<file path="config.mk">
export PLATFORM = sky130hd
export DESIGN_NAME = mpsr_top
export DESIGN_NICKNAME = d
export VERILOG_FILES = /design/src/design/mpsr_pkg.sv /design/src/design/mpsr_top.sv
export SDC_FILE = /design/constraint.sdc
export NUM_CORES = 1
export LEC_CHECK = 0
export ABC_AREA = 1
export BUFFER_PORTS_ARGS = -buffer_cell sky130_fd_sc_hd__buf_2
export CAP_MARGIN = 20
export CORE_ASPECT_RATIO = 1.1
export CORE_MARGIN = 3
export CORE_UTILIZATION = 55
export CTS_BUF_LIST = sky130_fd_sc_hd__clkbuf_4 sky130_fd_sc_hd__clkbuf_8
export CTS_CLUSTER_SIZE = 24
export DETAILED_ROUTE_END_ITERATION = 8
export PLACE_DENSITY_LB_ADDON = 0.25
export SLEW_MARGIN = 10
export SYNTH_ARGS = -nofsm -noshare
export SYNTH_HDL_FRONTEND = slang
export SYNTH_SLANG_ARGS = --single-unit
</file>
<file path="constraint.sdc">
create_clock -name aclk -period 3.6 [get_ports aclk]
set_clock_uncertainty 0.1 [all_clocks]
set_input_delay 0.72 -clock aclk [delete_from_list [all_inputs] [get_ports aclk]]
set_output_delay 0.72 -clock aclk [all_outputs]
set_load 0.1 [all_outputs]
</file>
<file path="src/design/mpsr_pkg.sv">
/*
  Package for the multipurpose status/count register block: AXI4-Lite register
  offsets, status field positions, reset values and command codes.
  Assumes a 32-bit AXI4-Lite bus with each register on one aligned word.
*/
// Overview of operation
// - Completed status request loads drive status word
// - Bit 13 shows write protection
// - Bit 12 flags seek fault or off line
// - Bit 10 flags write on protected drive
// - Bit 09 sets on ready, cleared by reset-option
// - Bit 07 reports emulated drive type
// - Bit 06 reports currently selected head
// - Bits 05 and 03 set when not ready
// - Bit 04 set when drive ready
// - Bits 02..00 encode drive state
// - Header read presents three words in sequence
// - Word one: cylinder, head, sector fields
// - Word two reads all zeros
// - Word three holds header CRC
// - Cylinder address spans octal 000 to 777
// - Counter increments once per data word
// - Transfer ends when counter overflows to zero
// - Counts from one up to 5120 words; the 13-bit field here takes counts up to 8192
// - Count field is bits 12..0, LSB bit 0
// - Reset option clears error bits before status
package mpsr_pkg;

  // Byte offsets on the AXI4-Lite bus
  localparam logic [7:0] MPSR_OFF_MPR = 8'h00;
  localparam logic [7:0] MPSR_OFF_CMD = 8'h04;
  localparam logic [7:0] MPSR_OFF_STAT = 8'h08;

  // Status word field positions
  localparam int MPSR_ST_WPROT = 13;
  localparam int MPSR_ST_SEEKTO = 12;
  localparam int MPSR_ST_PWERR = 10;
  localparam int MPSR_ST_VOLCHG = 9;
  localparam int MPSR_ST_DTYPE = 7;
  localparam int MPSR_ST_HEAD = 6;
  localparam int MPSR_ST_COVER = 5;
  localparam int MPSR_ST_HEADSOUT = 4;
  localparam int MPSR_ST_BRUSH = 3;

  // Drive state codes, bits 02..00
  localparam logic [2:0] MPSR_STATE_LOAD = 3'h0;
  localparam logic [2:0] MPSR_STATE_SEEK = 3'h4;
  localparam logic [2:0] MPSR_STATE_LOCK = 3'h5;

  // Command register fields
  localparam int MPSR_CMD_RST_BIT = 3;
  localparam logic [1:0] MPSR_CMD_STATUS = 2'h1;
  localparam logic [1:0] MPSR_CMD_HEADER = 2'h2;
  localparam logic [1:0] MPSR_CMD_XFER = 2'h3;

  // Word count field
  localparam int MPSR_WC_W = 13;
  localparam logic [2:0] MPSR_WC_TOP = 3'h7;
  localparam logic [12:0] MPSR_WC_MAX = 13'h1400;
  localparam logic [15:0] MPSR_MPR_RST = 16'h0000;

  typedef enum logic [3:0] {
    MPSR_V_IDLE = 4'h1,
    MPSR_V_STATUS = 4'h2,
    MPSR_V_HEADER = 4'h4,
    MPSR_V_XFER = 4'h8
  } mpsr_view_e;

endpackage

</file>
<file path="src/design/mpsr_top.sv">
/*
  Multipurpose status/count register with an AXI4-Lite slave.
  Assumes drive status and header words arrive as synchronous inputs with
  one-cycle strobes, and that the transfer engine pulses word_done per word.
*/
// Register access over AXI4-Lite and the placing of the registers were chosen for this implementation.
`timescale 1ns/1ps
module mpsr_top
  import mpsr_pkg::*;
(
  input wire logic aclk,
  input wire logic aresetn,
  input wire logic [3:0] s_axi_awaddr,
  input wire logic s_axi_awvalid,
  output logic s_axi_awready,
  input wire logic [31:0] s_axi_wdata,
  input wire logic [3:0] s_axi_wstrb,
  input wire logic s_axi_wvalid,
  output logic s_axi_wready,
  output logic [1:0] s_axi_bresp,
  output logic s_axi_bvalid,
  input wire logic s_axi_bready,
  input wire logic [3:0] s_axi_araddr,
  input wire logic s_axi_arvalid,
  output logic s_axi_arready,
  output logic [31:0] s_axi_rdata,
  output logic [1:0] s_axi_rresp,
  output logic s_axi_rvalid,
  input wire logic s_axi_rready,
  input wire logic status_done,
  input wire logic write_protected_flag,
  input wire logic seek_timeout_flag,
  input wire logic protected_write_error,
  input wire logic drive_type_flag,
  input wire logic head_select,
  input wire logic drive_ready,
  input wire logic drive_seeking,
  input wire logic header_valid,
  input wire logic [15:0] header_word,
  input wire logic word_done,
  output logic status_request,
  output logic status_reset_opt,
  output logic xfer_end
);

  ////////////////////////////////////////////////////////////////////////////
  function automatic logic [15:0] build_status(
    input logic wp, input logic sto, input logic pwe, input logic vc,
    input logic dt, input logic hs, input logic rdy, input logic sk);
    logic [15:0] s;
    s = 16'h0000;
    s[MPSR_ST_WPROT] = wp;
    s[MPSR_ST_SEEKTO] = sto;
    s[MPSR_ST_PWERR] = pwe;
    s[MPSR_ST_VOLCHG] = vc;
    s[MPSR_ST_DTYPE] = dt;
    s[MPSR_ST_HEAD] = hs;
    s[MPSR_ST_COVER] = ~rdy;
    s[MPSR_ST_BRUSH] = ~rdy;
    s[MPSR_ST_HEADSOUT] = rdy;
    if (!rdy)
      s[2:0] = MPSR_STATE_LOAD;
    else if (sk)
      s[2:0] = MPSR_STATE_SEEK;
    else
      s[2:0] = MPSR_STATE_LOCK;
    return s;
  endfunction

  function automatic logic word_hit(input logic [3:0] a, input logic [7:0] off);
    return a[3:2] == off[3:2];
  endfunction

  ////////////////////////////////////////////////////////////////////////////
  logic awready_reg, awready_next;
  logic wready_reg, wready_next;
  logic bvalid_reg, bvalid_next;
  logic arready_reg, arready_next;
  logic rvalid_reg, rvalid_next;
  logic [31:0] rdata_reg, rdata_next;
  logic [1:0] bresp_reg, bresp_next;
  logic [1:0] rresp_reg, rresp_next;
  logic [3:0] awaddr_reg, awaddr_next;
  logic [31:0] wdata_reg, wdata_next;
  logic [3:0] wstrb_reg, wstrb_next;
  logic aw_have_reg, aw_have_next;
  logic w_have_reg, w_have_next;

  mpsr_view_e view_reg, view_next;
  logic [15:0] status_reg, status_next;
  // Header words are not reset: a read before the first word arrives
  // shows whatever the previous header left behind.
  logic [15:0] hdr_mem [0:2];
  logic [15:0] hdr_wdata;
  logic [1:0] hdr_wptr_reg, hdr_wptr_next;
  logic [1:0] hdr_rptr_reg, hdr_rptr_next;
  logic hdr_we;
  logic [12:0] wcount_reg, wcount_next;
  logic [2:0] wc_top_reg, wc_top_next;
  logic volchg_reg, volchg_next;
  logic ready_prev_reg, ready_prev_next;
  logic req_reg, req_next;
  logic rstopt_reg, rstopt_next;
  logic end_reg, end_next;
  logic busy_reg, busy_next;
  logic [15:0] mpr_view;
  logic wr_fire, rd_fire, mpr_read;
  logic [12:0] wc_inc;
  logic cmd_write, status_cmd, header_cmd, xfer_cmd;

  assign s_axi_awready = awready_reg;
  assign s_axi_wready = wready_reg;
  assign s_axi_bvalid = bvalid_reg;
  assign s_axi_bresp = bresp_reg;
  assign s_axi_arready = arready_reg;
  assign s_axi_rvalid = rvalid_reg;
  assign s_axi_rdata = rdata_reg;
  assign s_axi_rresp = rresp_reg;
  assign status_request = req_reg;
  assign status_reset_opt = rstopt_reg;
  assign xfer_end = end_reg;

  ////////////////////////////////////////////////////////////////////////////
  // AXI4-Lite slave: address and data taken in either order, one write
  // and one read outstanding.
  assign wr_fire = aw_have_reg && w_have_reg && !bvalid_reg;
  assign rd_fire = s_axi_arvalid && arready_reg;
  assign mpr_read = rd_fire && word_hit(s_axi_araddr, MPSR_OFF_MPR);

  always_comb
  begin
    awready_next = awready_reg;
    wready_next = wready_reg;
    aw_have_next = aw_have_reg;
    w_have_next = w_have_reg;
    awaddr_next = awaddr_reg;
    wdata_next = wdata_reg;
    wstrb_next = wstrb_reg;
    bvalid_next = bvalid_reg;
    bresp_next = bresp_reg;
    arready_next = arready_reg;
    rvalid_next = rvalid_reg;
    rdata_next = rdata_reg;
    rresp_next = rresp_reg;
    if (s_axi_awvalid && awready_reg)
    begin
      aw_have_next = 1'b1;
      awready_next = 1'b0;
      awaddr_next = s_axi_awaddr;
    end
    if (s_axi_wvalid && wready_reg)
    begin
      w_have_next = 1'b1;
      wready_next = 1'b0;
      wdata_next = s_axi_wdata;
      wstrb_next = s_axi_wstrb;
    end
    if (wr_fire)
    begin
      bvalid_next = 1'b1;
      bresp_next = (word_hit(awaddr_reg, MPSR_OFF_MPR) || word_hit(awaddr_reg, MPSR_OFF_CMD))
        ? 2'h0 : 2'h2;
    end
    if (bvalid_reg && s_axi_bready)
    begin
      bvalid_next = 1'b0;
      aw_have_next = 1'b0;
      w_have_next = 1'b0;
      awready_next = 1'b1;
      wready_next = 1'b1;
    end
    if (rd_fire)
    begin
      arready_next = 1'b0;
      rvalid_next = 1'b1;
      rresp_next = 2'h0;
      if (word_hit(s_axi_araddr, MPSR_OFF_MPR))
        rdata_next = {16'h0000, mpr_view};
      else if (word_hit(s_axi_araddr, MPSR_OFF_STAT))
        rdata_next = {28'h0000000, end_reg, busy_reg, req_reg, volchg_reg};
      else
      begin
        rdata_next = 32'h00000000;
        rresp_next = 2'h2;
      end
    end
    if (rvalid_reg && s_axi_rready)
    begin
      rvalid_next = 1'b0;
      arready_next = 1'b1;
    end
  end

  always_ff @(posedge aclk)
  begin
    if (!aresetn)
    begin
      awready_reg <= 1'b1;
      wready_reg <= 1'b1;
      aw_have_reg <= 1'b0;
      w_have_reg <= 1'b0;
      awaddr_reg <= 4'h0;
      wdata_reg <= 32'h00000000;
      wstrb_reg <= 4'h0;
      bvalid_reg <= 1'b0;
      bresp_reg <= 2'h0;
      arready_reg <= 1'b1;
      rvalid_reg <= 1'b0;
      rdata_reg <= 32'h00000000;
      rresp_reg <= 2'h0;
    end
    else
    begin
      awready_reg <= awready_next;
      wready_reg <= wready_next;
      aw_have_reg <= aw_have_next;
      w_have_reg <= w_have_next;
      awaddr_reg <= awaddr_next;
      wdata_reg <= wdata_next;
      wstrb_reg <= wstrb_next;
      bvalid_reg <= bvalid_next;
      bresp_reg <= bresp_next;
      arready_reg <= arready_next;
      rvalid_reg <= rvalid_next;
      rdata_reg <= rdata_next;
      rresp_reg <= rresp_next;
    end
  end

  ////////////////////////////////////////////////////////////////////////////
  // Multipurpose register contents and view selection
  always_comb
  begin
    case (view_reg)
      MPSR_V_STATUS: mpr_view = status_reg;
      MPSR_V_HEADER: mpr_view = hdr_mem[hdr_rptr_reg];
      MPSR_V_XFER: mpr_view = {wc_top_reg, wcount_reg};
      MPSR_V_IDLE: mpr_view = MPSR_MPR_RST;
      default: mpr_view = MPSR_MPR_RST;
    endcase
  end

  assign wc_inc = wcount_reg + 13'h0001;
  // Command decode is shared so that a fresh command landing in the cycle
  // of a completion wins over that completion's clear.
  assign cmd_write = wr_fire && word_hit(awaddr_reg, MPSR_OFF_CMD) && wstrb_reg[0];
  assign status_cmd = cmd_write && wdata_reg[1:0] == MPSR_CMD_STATUS;
  assign header_cmd = cmd_write && wdata_reg[1:0] == MPSR_CMD_HEADER;
  assign xfer_cmd = cmd_write && wdata_reg[1:0] == MPSR_CMD_XFER;
  assign hdr_we = header_valid && view_reg == MPSR_V_HEADER && hdr_wptr_reg != 2'h3;
  // Word two is forced to zero whatever the drive returns
  assign hdr_wdata = (hdr_wptr_reg == 2'h1) ? 16'h0000 : header_word;

  always_comb
  begin
    view_next = view_reg;
    status_next = status_reg;
    hdr_wptr_next = hdr_wptr_reg;
    hdr_rptr_next = hdr_rptr_reg;
    wcount_next = wcount_reg;
    wc_top_next = wc_top_reg;
    volchg_next = volchg_reg;
    ready_prev_next = drive_ready;
    req_next = req_reg;
    rstopt_next = rstopt_reg;
    end_next = 1'b0;
    busy_next = busy_reg;
    if (drive_ready && !ready_prev_reg)
      volchg_next = 1'b1;
    if (wr_fire && word_hit(awaddr_reg, MPSR_OFF_MPR) && wstrb_reg[0] && wstrb_reg[1])
    begin
      wcount_next = wdata_reg[12:0];
      wc_top_next = wdata_reg[15:13];
      view_next = MPSR_V_XFER;
    end
    if (cmd_write)
    begin
      case (wdata_reg[1:0])
        MPSR_CMD_STATUS:
        begin
          req_next = 1'b1;
          rstopt_next = wdata_reg[MPSR_CMD_RST_BIT];
          view_next = MPSR_V_STATUS;
        end
        MPSR_CMD_HEADER:
        begin
          hdr_wptr_next = 2'h0;
          hdr_rptr_next = 2'h0;
          view_next = MPSR_V_HEADER;
        end
        MPSR_CMD_XFER:
        begin
          busy_next = 1'b1;
          view_next = MPSR_V_XFER;
        end
        default:
          view_next = view_reg;
      endcase
    end
    if (status_done && req_reg)
    begin
      if (!status_cmd)
        req_next = 1'b0;
      // The reset option clears the error bits ahead of the sample, but a
      // fresh ready edge in that very cycle still sets volume changed.
      if (rstopt_reg && !(drive_ready && !ready_prev_reg))
        volchg_next = 1'b0;
      status_next = build_status(write_protected_flag,
        seek_timeout_flag && !rstopt_reg, protected_write_error && !rstopt_reg,
        volchg_reg && !rstopt_reg, drive_type_flag, head_select,
        drive_ready, drive_seeking);
    end
    if (hdr_we && !header_cmd)
      hdr_wptr_next = 2'(hdr_wptr_reg + 2'h1);
    if (mpr_read && view_reg == MPSR_V_HEADER && hdr_rptr_reg != 2'h2 && hdr_rptr_reg < hdr_wptr_reg
      && !header_cmd)
      hdr_rptr_next = 2'(hdr_rptr_reg + 2'h1);
    if (word_done && busy_reg)
    begin
      // 13-bit field covers 1..8192 words; wrapping the field to zero ends it
      wcount_next = wc_inc;
      if (wc_inc == 13'h0000)
      begin
        if (!xfer_cmd)
          busy_next = 1'b0;
        end_next = 1'b1;
      end
    end
  end

  // Header words held as they arrive: cylinder, head, sector in word one,
  // CRC in word three, kept verbatim.
  always_ff @(posedge aclk)
  begin
    if (hdr_we)
      hdr_mem[hdr_wptr_reg] <= hdr_wdata;
  end

  always_ff @(posedge aclk)
  begin
    if (!aresetn)
    begin
      view_reg <= MPSR_V_IDLE;
      status_reg <= MPSR_MPR_RST;
      hdr_wptr_reg <= 2'h0;
      hdr_rptr_reg <= 2'h0;
      wcount_reg <= 13'h0000;
      wc_top_reg <= 3'h0;
      volchg_reg <= 1'b0;
      ready_prev_reg <= 1'b0;
      req_reg <= 1'b0;
      rstopt_reg <= 1'b0;
      end_reg <= 1'b0;
      busy_reg <= 1'b0;
    end
    else
    begin
      view_reg <= view_next;
      status_reg <= status_next;
      hdr_wptr_reg <= hdr_wptr_next;
      hdr_rptr_reg <= hdr_rptr_next;
      wcount_reg <= wcount_next;
      wc_top_reg <= wc_top_next;
      volchg_reg <= volchg_next;
      ready_prev_reg <= ready_prev_next;
      req_reg <= req_next;
      rstopt_reg <= rstopt_next;
      end_reg <= end_next;
      busy_reg <= busy_next;
    end
  end

endmodule

</file>
Word level (Yosys, flattened, before mapping)
Memory sizes are Yosys's and may differ from the RTL's. A register that Yosys moved wholly into a read port is not among the register bits.
Cells that the tools add are included.
{ "totals": {"register_bits": 107, "mem_bits_rw": 48, "input_bits": 77, "output_inout_bits": 44, "elab_cells": 131, "mem_count": 1} }
{ "classes": {"addsub": 3, "magnitude_cmp": 1, "eq_ne": 12, "mux": 35, "bitwise_logic": 2, "reduce_logical": 52} }
{ "mem_list": {"columns": ["memory", "depth", "width", "rd", "rd_ports_with_merged_regs", "write_ports", "line_no", "source"], "rows": [
  ["hdr_mem", 3, 16, 1, 1, 1, "mpsr_top.sv:93", "logic [15:0] hdr_mem [0:2];"]
]} }
{ "ops": {"columns": ["op", "n"], "rows": [
  ["one-hot mux 16 bit (3 select lines)", 1],
  ["two-way mux 16 bit", 2],
  ["logical AND 1 bit", 30],
  ["two-way mux 13 bit", 2],
  ["two-way mux 2 bit", 9],
  ["two-way mux 1 bit", 16],
  ["adder 13 x 1 -> 13 bit, second input constant", 1],
  ["logical NOT 13 bit", 1],
  ["two-way mux 4 bit", 3],
  ["one-hot mux 4 bit (3 select lines)", 1],
  ["nonzero test 2 bit", 6],
  ["AND reduction 2 bit", 5],
  ["equality test 2 x 1 -> 1 bit, second input constant", 3],
  ["equality test 2 bit, second input constant", 3],
  ["logical NOT 1 bit", 5],
  ["adder 2 x 1 -> 2 bit, second input constant", 2],
  ["equality test 4 x 2 -> 1 bit, second input constant", 1],
  ["equality test 4 x 3 -> 1 bit, second input constant", 1],
  ["equality test 4 bit, second input constant", 1],
  ["logical NOT 2 bit", 2],
  ["inequality test 2 bit, second input constant", 2],
  ["inequality test 4 x 1 -> 1 bit, second input constant", 1],
  ["OR reduction 2 bit", 2],
  ["two-way mux 3 bit", 1],
  ["other kinds (3)", 4]
]} }

Depth between registers and ports, before layout
{ "logic_depth": {"ltp_word": 11, "mapped_depth": 12, "ltp_nobuf": 12} }

Worst setup path before layout
Ideal clock, no wire load.
{ "synth_path": {"kind": "input-to-reg", "from": "input port header_valid", "to": "memory hdr_mem[0][0], enable pin", "setup_ns": 0.389, "t_arrival_ns": 1.853, "t_required_ns": 3.111, "setup_slack_ns": 1.258, "path_stages": 4, "n_path_buf": 0, "path_cell_list": "inv_1 -> nor3_1 -> inv_1 -> nor2_1"} }
{ "synth_via": {"elab_chain_len": 4} }
{ "synth_lines": {"columns": ["element", "line_no", "source"], "rows": [
  ["start, declared", "mpsr_top.sv:38", "input wire logic header_valid,"],
  ["logical AND 1 bit (2 in a row)", "mpsr_top.sv:250", "assign hdr_we = header_valid && view_reg == MPSR_V_HEADER && hdr_wptr_reg != 2'h3;"],
  ["two-way mux 1 bit", "mpsr_top.sv:335", "if (hdr_we)"],
  ["two-way mux 1 bit (implied by the code)", "mpsr_top.sv:336", "hdr_mem[hdr_wptr_reg] <= hdr_wdata;"],
  ["end, declared", "mpsr_top.sv:93", null]
]} }
No other way between the ends.

Final worst setup path
{ "layout_path": {"from": "register rstopt_reg, in the netlist status_reset_opt", "to": "output port status_reset_opt"} }
{ "layout_lines": {"columns": ["element", "line_no", "source"], "rows": [
  ["start, declared", "mpsr_top.sv:103", "logic rstopt_reg, rstopt_next;"],
  ["start signal, assigned", "mpsr_top.sv:367", "rstopt_reg <= rstopt_next;"],
  ["end, declared", "mpsr_top.sv:42", "output logic status_reset_opt,"]
]} }
No word-level cell between the ends.

==> results.json <==
{
  "outcome": "finished, final reports clean",
  "post_cts_resized": 0,
  "synth_common_cells": "nand2_1, dfxtp_1, nor2_1, inv_1, a21oi_1",
  "wl_per_cell_um": 14.6,
  "dp_hpwl_um": 9660,
  "grt_max_degree": 43,
  "rsz0062_at_grt": "false",
  "critPathMaxStageDelay_ns": 0.47,
  "maxSlewViolCount": 0,
  "ys_async_sr_fraction_pct": 0,
  "grt.overflow.total": 0,
  "synth-main-ff-cell": "dfxtp_1",
  "period_needed_ns": 2.14,
  "required_ns": 2.78,
  "finalCritPeriodShare_pct": 59.4,
  "layout.nets": 865,
  "dieArea_um2": 12000,
  "row_count": 39,
  "synthToLayoutAreaGrowth_pct": 14.2,
  "drtPass1Iterations": 5,
  "crit_path_end_kind": "output port",
  "arrival_ns": 1.32,
  "path_cells": "buf_2",
  "setup_slack_ns": 1.46,
  "wirelength_um": 13700,
  "path_clk_slew_ns": 0.07,
  "grt_pass1_wl_um": 22000,
  "io_pins": 121,
  "cts_tree": "built",
  "largest_register_ffs": 48,
  "grtUsageTotal_pct": 23.2,
  "synth_most_common_cell": "nand2_1",
  "post-route-drc-count": 0,
  "synth_edf_count": 48,
  "slowest_stage": "buf_2",
  "post_cts_buffers": 0,
  "num_vias": 4920,
  "vias_per_cell": 5.26,
  "postSynthAreaPerCell_um2": 8.38,
  "drtIter0Drc": 313,
  "first_global_vias": 4587,
  "place_congestion": 0.849,
  "synth_cells": 703,
  "setup_tns_ns": 0,
  "root_buffer": "clkbuf_8",
  "total_leakage_power_nw": 2.80,
  "core_area_um2": 10400,
  "powerDensity_nw_per_um2": 480,
  "num_antenna_cells": 0,
  "pre_cts_ws_ns": 1.10,
  "start_kind": "flip-flop",
  "ys_types": 38,
  "final_core_util_pct": 64.5,
  "hold_viol": 0,
  "start_util_pct": 56.4,
  "fillCellCount": 929,
  "ys_top_cells_by_area": "dfxtp_1, edfxtp_1, nand2_1, a21oi_1, nor2_1",
  "fp.dieW_um": 105,
  "drive_gt1_share_pct": 17.2,
  "synth_area_leader_cell": "dfxtp_1",
  "tightest_slew_ns": 0.858,
  "ys_seq_elements": 134,
  "ant_nets": 0,
  "cp_top_family": "buffers and inverters",
  "die_h_um": 115,
  "stdcell_count": 936,
  "cts_buffer_depth": 2,
  "synth_top_area_share_pct": 29.2,
  "antenna_found_initial": 0,
  "clock_latency_ns": 0.43,
  "ys_warn_count": 0,
  "ys_seq_area_share_pct": 53.7,
  "fmax_mhz": 468,
  "cts.sinks": 134,
  "max_slew_margin_pct": 42.7,
  "setup_viol": 0,
  "crit_buf_inv": 1,
  "cp_max_fo": 4,
  "cts_hold_buf": 0,
  "htreeDepth": 4,
  "ir_drop_v": 0.000272,
  "critPathKind": "reg2out",
  "hp-class": "reg2reg",
  "portBuffers": 80,
  "numCtsBuffers": 17,
  "dp_cells": 904,
  "cap_viol_max_count": 0,
  "syn_area_um2": 5890
}
-- cells in the final DEF, fill, tap and decap left out, types with 2 or more instances in the layout --
cell | netlist | layout
o21ai_0 | 43 | 43
clkbuf_8 | 0 | 17
nand3_2 | 2 | 2
bufinv_16 | 0 | 4
nand3_1 | 28 | 28
nor3_1 | 5 | 5
clkinv_1 | 0 | 5
o211ai_1 | 6 | 6
nor2_1 | 81 | 81
o221ai_1 | 8 | 8
a221oi_1 | 2 | 2
nand2_2 | 3 | 3
dfxtp_1 | 86 | 86
a22oi_1 | 5 | 5
nand4_1 | 4 | 4
xor2_1 | 2 | 2
buf_2 | 3 | 80
inv_2 | 8 | 8
conb_1 | 1 | 18
nand2_1 | 144 | 144
clkbuf_4 | 0 | 3
a31oi_1 | 9 | 9
ha_1 | 8 | 8
clkinvlp_4 | 0 | 2
buf_4 | 22 | 5
nor2_2 | 6 | 6
inv_1 | 73 | 73
a21oi_1 | 64 | 64
o22ai_1 | 11 | 11
a211oi_1 | 2 | 2
edfxtp_1 | 48 | 48
nor2_4 | 2 | 2
-- power by group --
part | switching, mW | internal (mW) | total (mW)
clock | 0.547 | 0.764 | 1.31
sequential | 0.0216 | 1.60 | 1.62
combinational | 0.242 | 0.0565 | 0.298
-- area by class of cell --
type	instances	area [µm²]	share of cell area [%]
Inverter	81	304	4.52
Sequential cell	134	3160	47.0
Clock inverter	12	159	2.36
Clock buffer	20	256	3.81
Timing Repair Buffer	85	438	6.51
Tap cell	143	179	2.66
Multi-Input combinational cell	461	2230	33.1
-- cell families after synthesis --
group                    synth area share (%)
adder cells (fa/ha/maj)                  1.70
AO/OA/AOI/OAI                            15.1
AND/OR/NAND/NOR                          19.6
flip-flops                               53.7
other                                  0.0636
buffers and inverters                    9.55
XOR/XNOR                                0.297
-- layer usage --
metal  share of wire [%]  track usage (%)  vias to the layer above  wire [µm]
li1                    -                -                     2455          -
met1                  44             29.3                     2281       6050
met2                  48             39.7                      162       6560
met3                 5.5             5.08                       22        751
met4                 2.2             8.31                        0        294
met5                   0                0                        -          0
-- through the flow --
stage                     cell area, µm²  power [mW]  hold slack [ns]
after global placement              6310        1.94            0.343
after floorplan                     5960        1.90            0.330
after detailed placement            6310        1.95            0.356
final                               6730        3.23            0.363
after CTS                           6730        3.24            0.367
after global routing                6730        3.34            0.394
-- path summary, 6_finish.rpt --
check / end / depth (start not counted) / slack [ns] / from
setup / recovery: status_reset_opt / 1 / 1.46 / status_reset_opt$_SDFFE_PN0P_
hold / removal: wdata_reg[7]$_SDFFE_PN0P_ / 2 / 0.36 / wdata_reg[7]$_SDFFE_PN0P_
setup reg to reg: hdr_mem[0][3]$_DFFE_PP_ / 6 / 1.48 / view_reg[0]$_SDFFE_PN1P_
hold reg to reg: wdata_reg[7]$_SDFFE_PN0P_ / 2 / 0.36 / wdata_reg[7]$_SDFFE_PN0P_
Note: power is estimated with default switching activity, not from simulation.
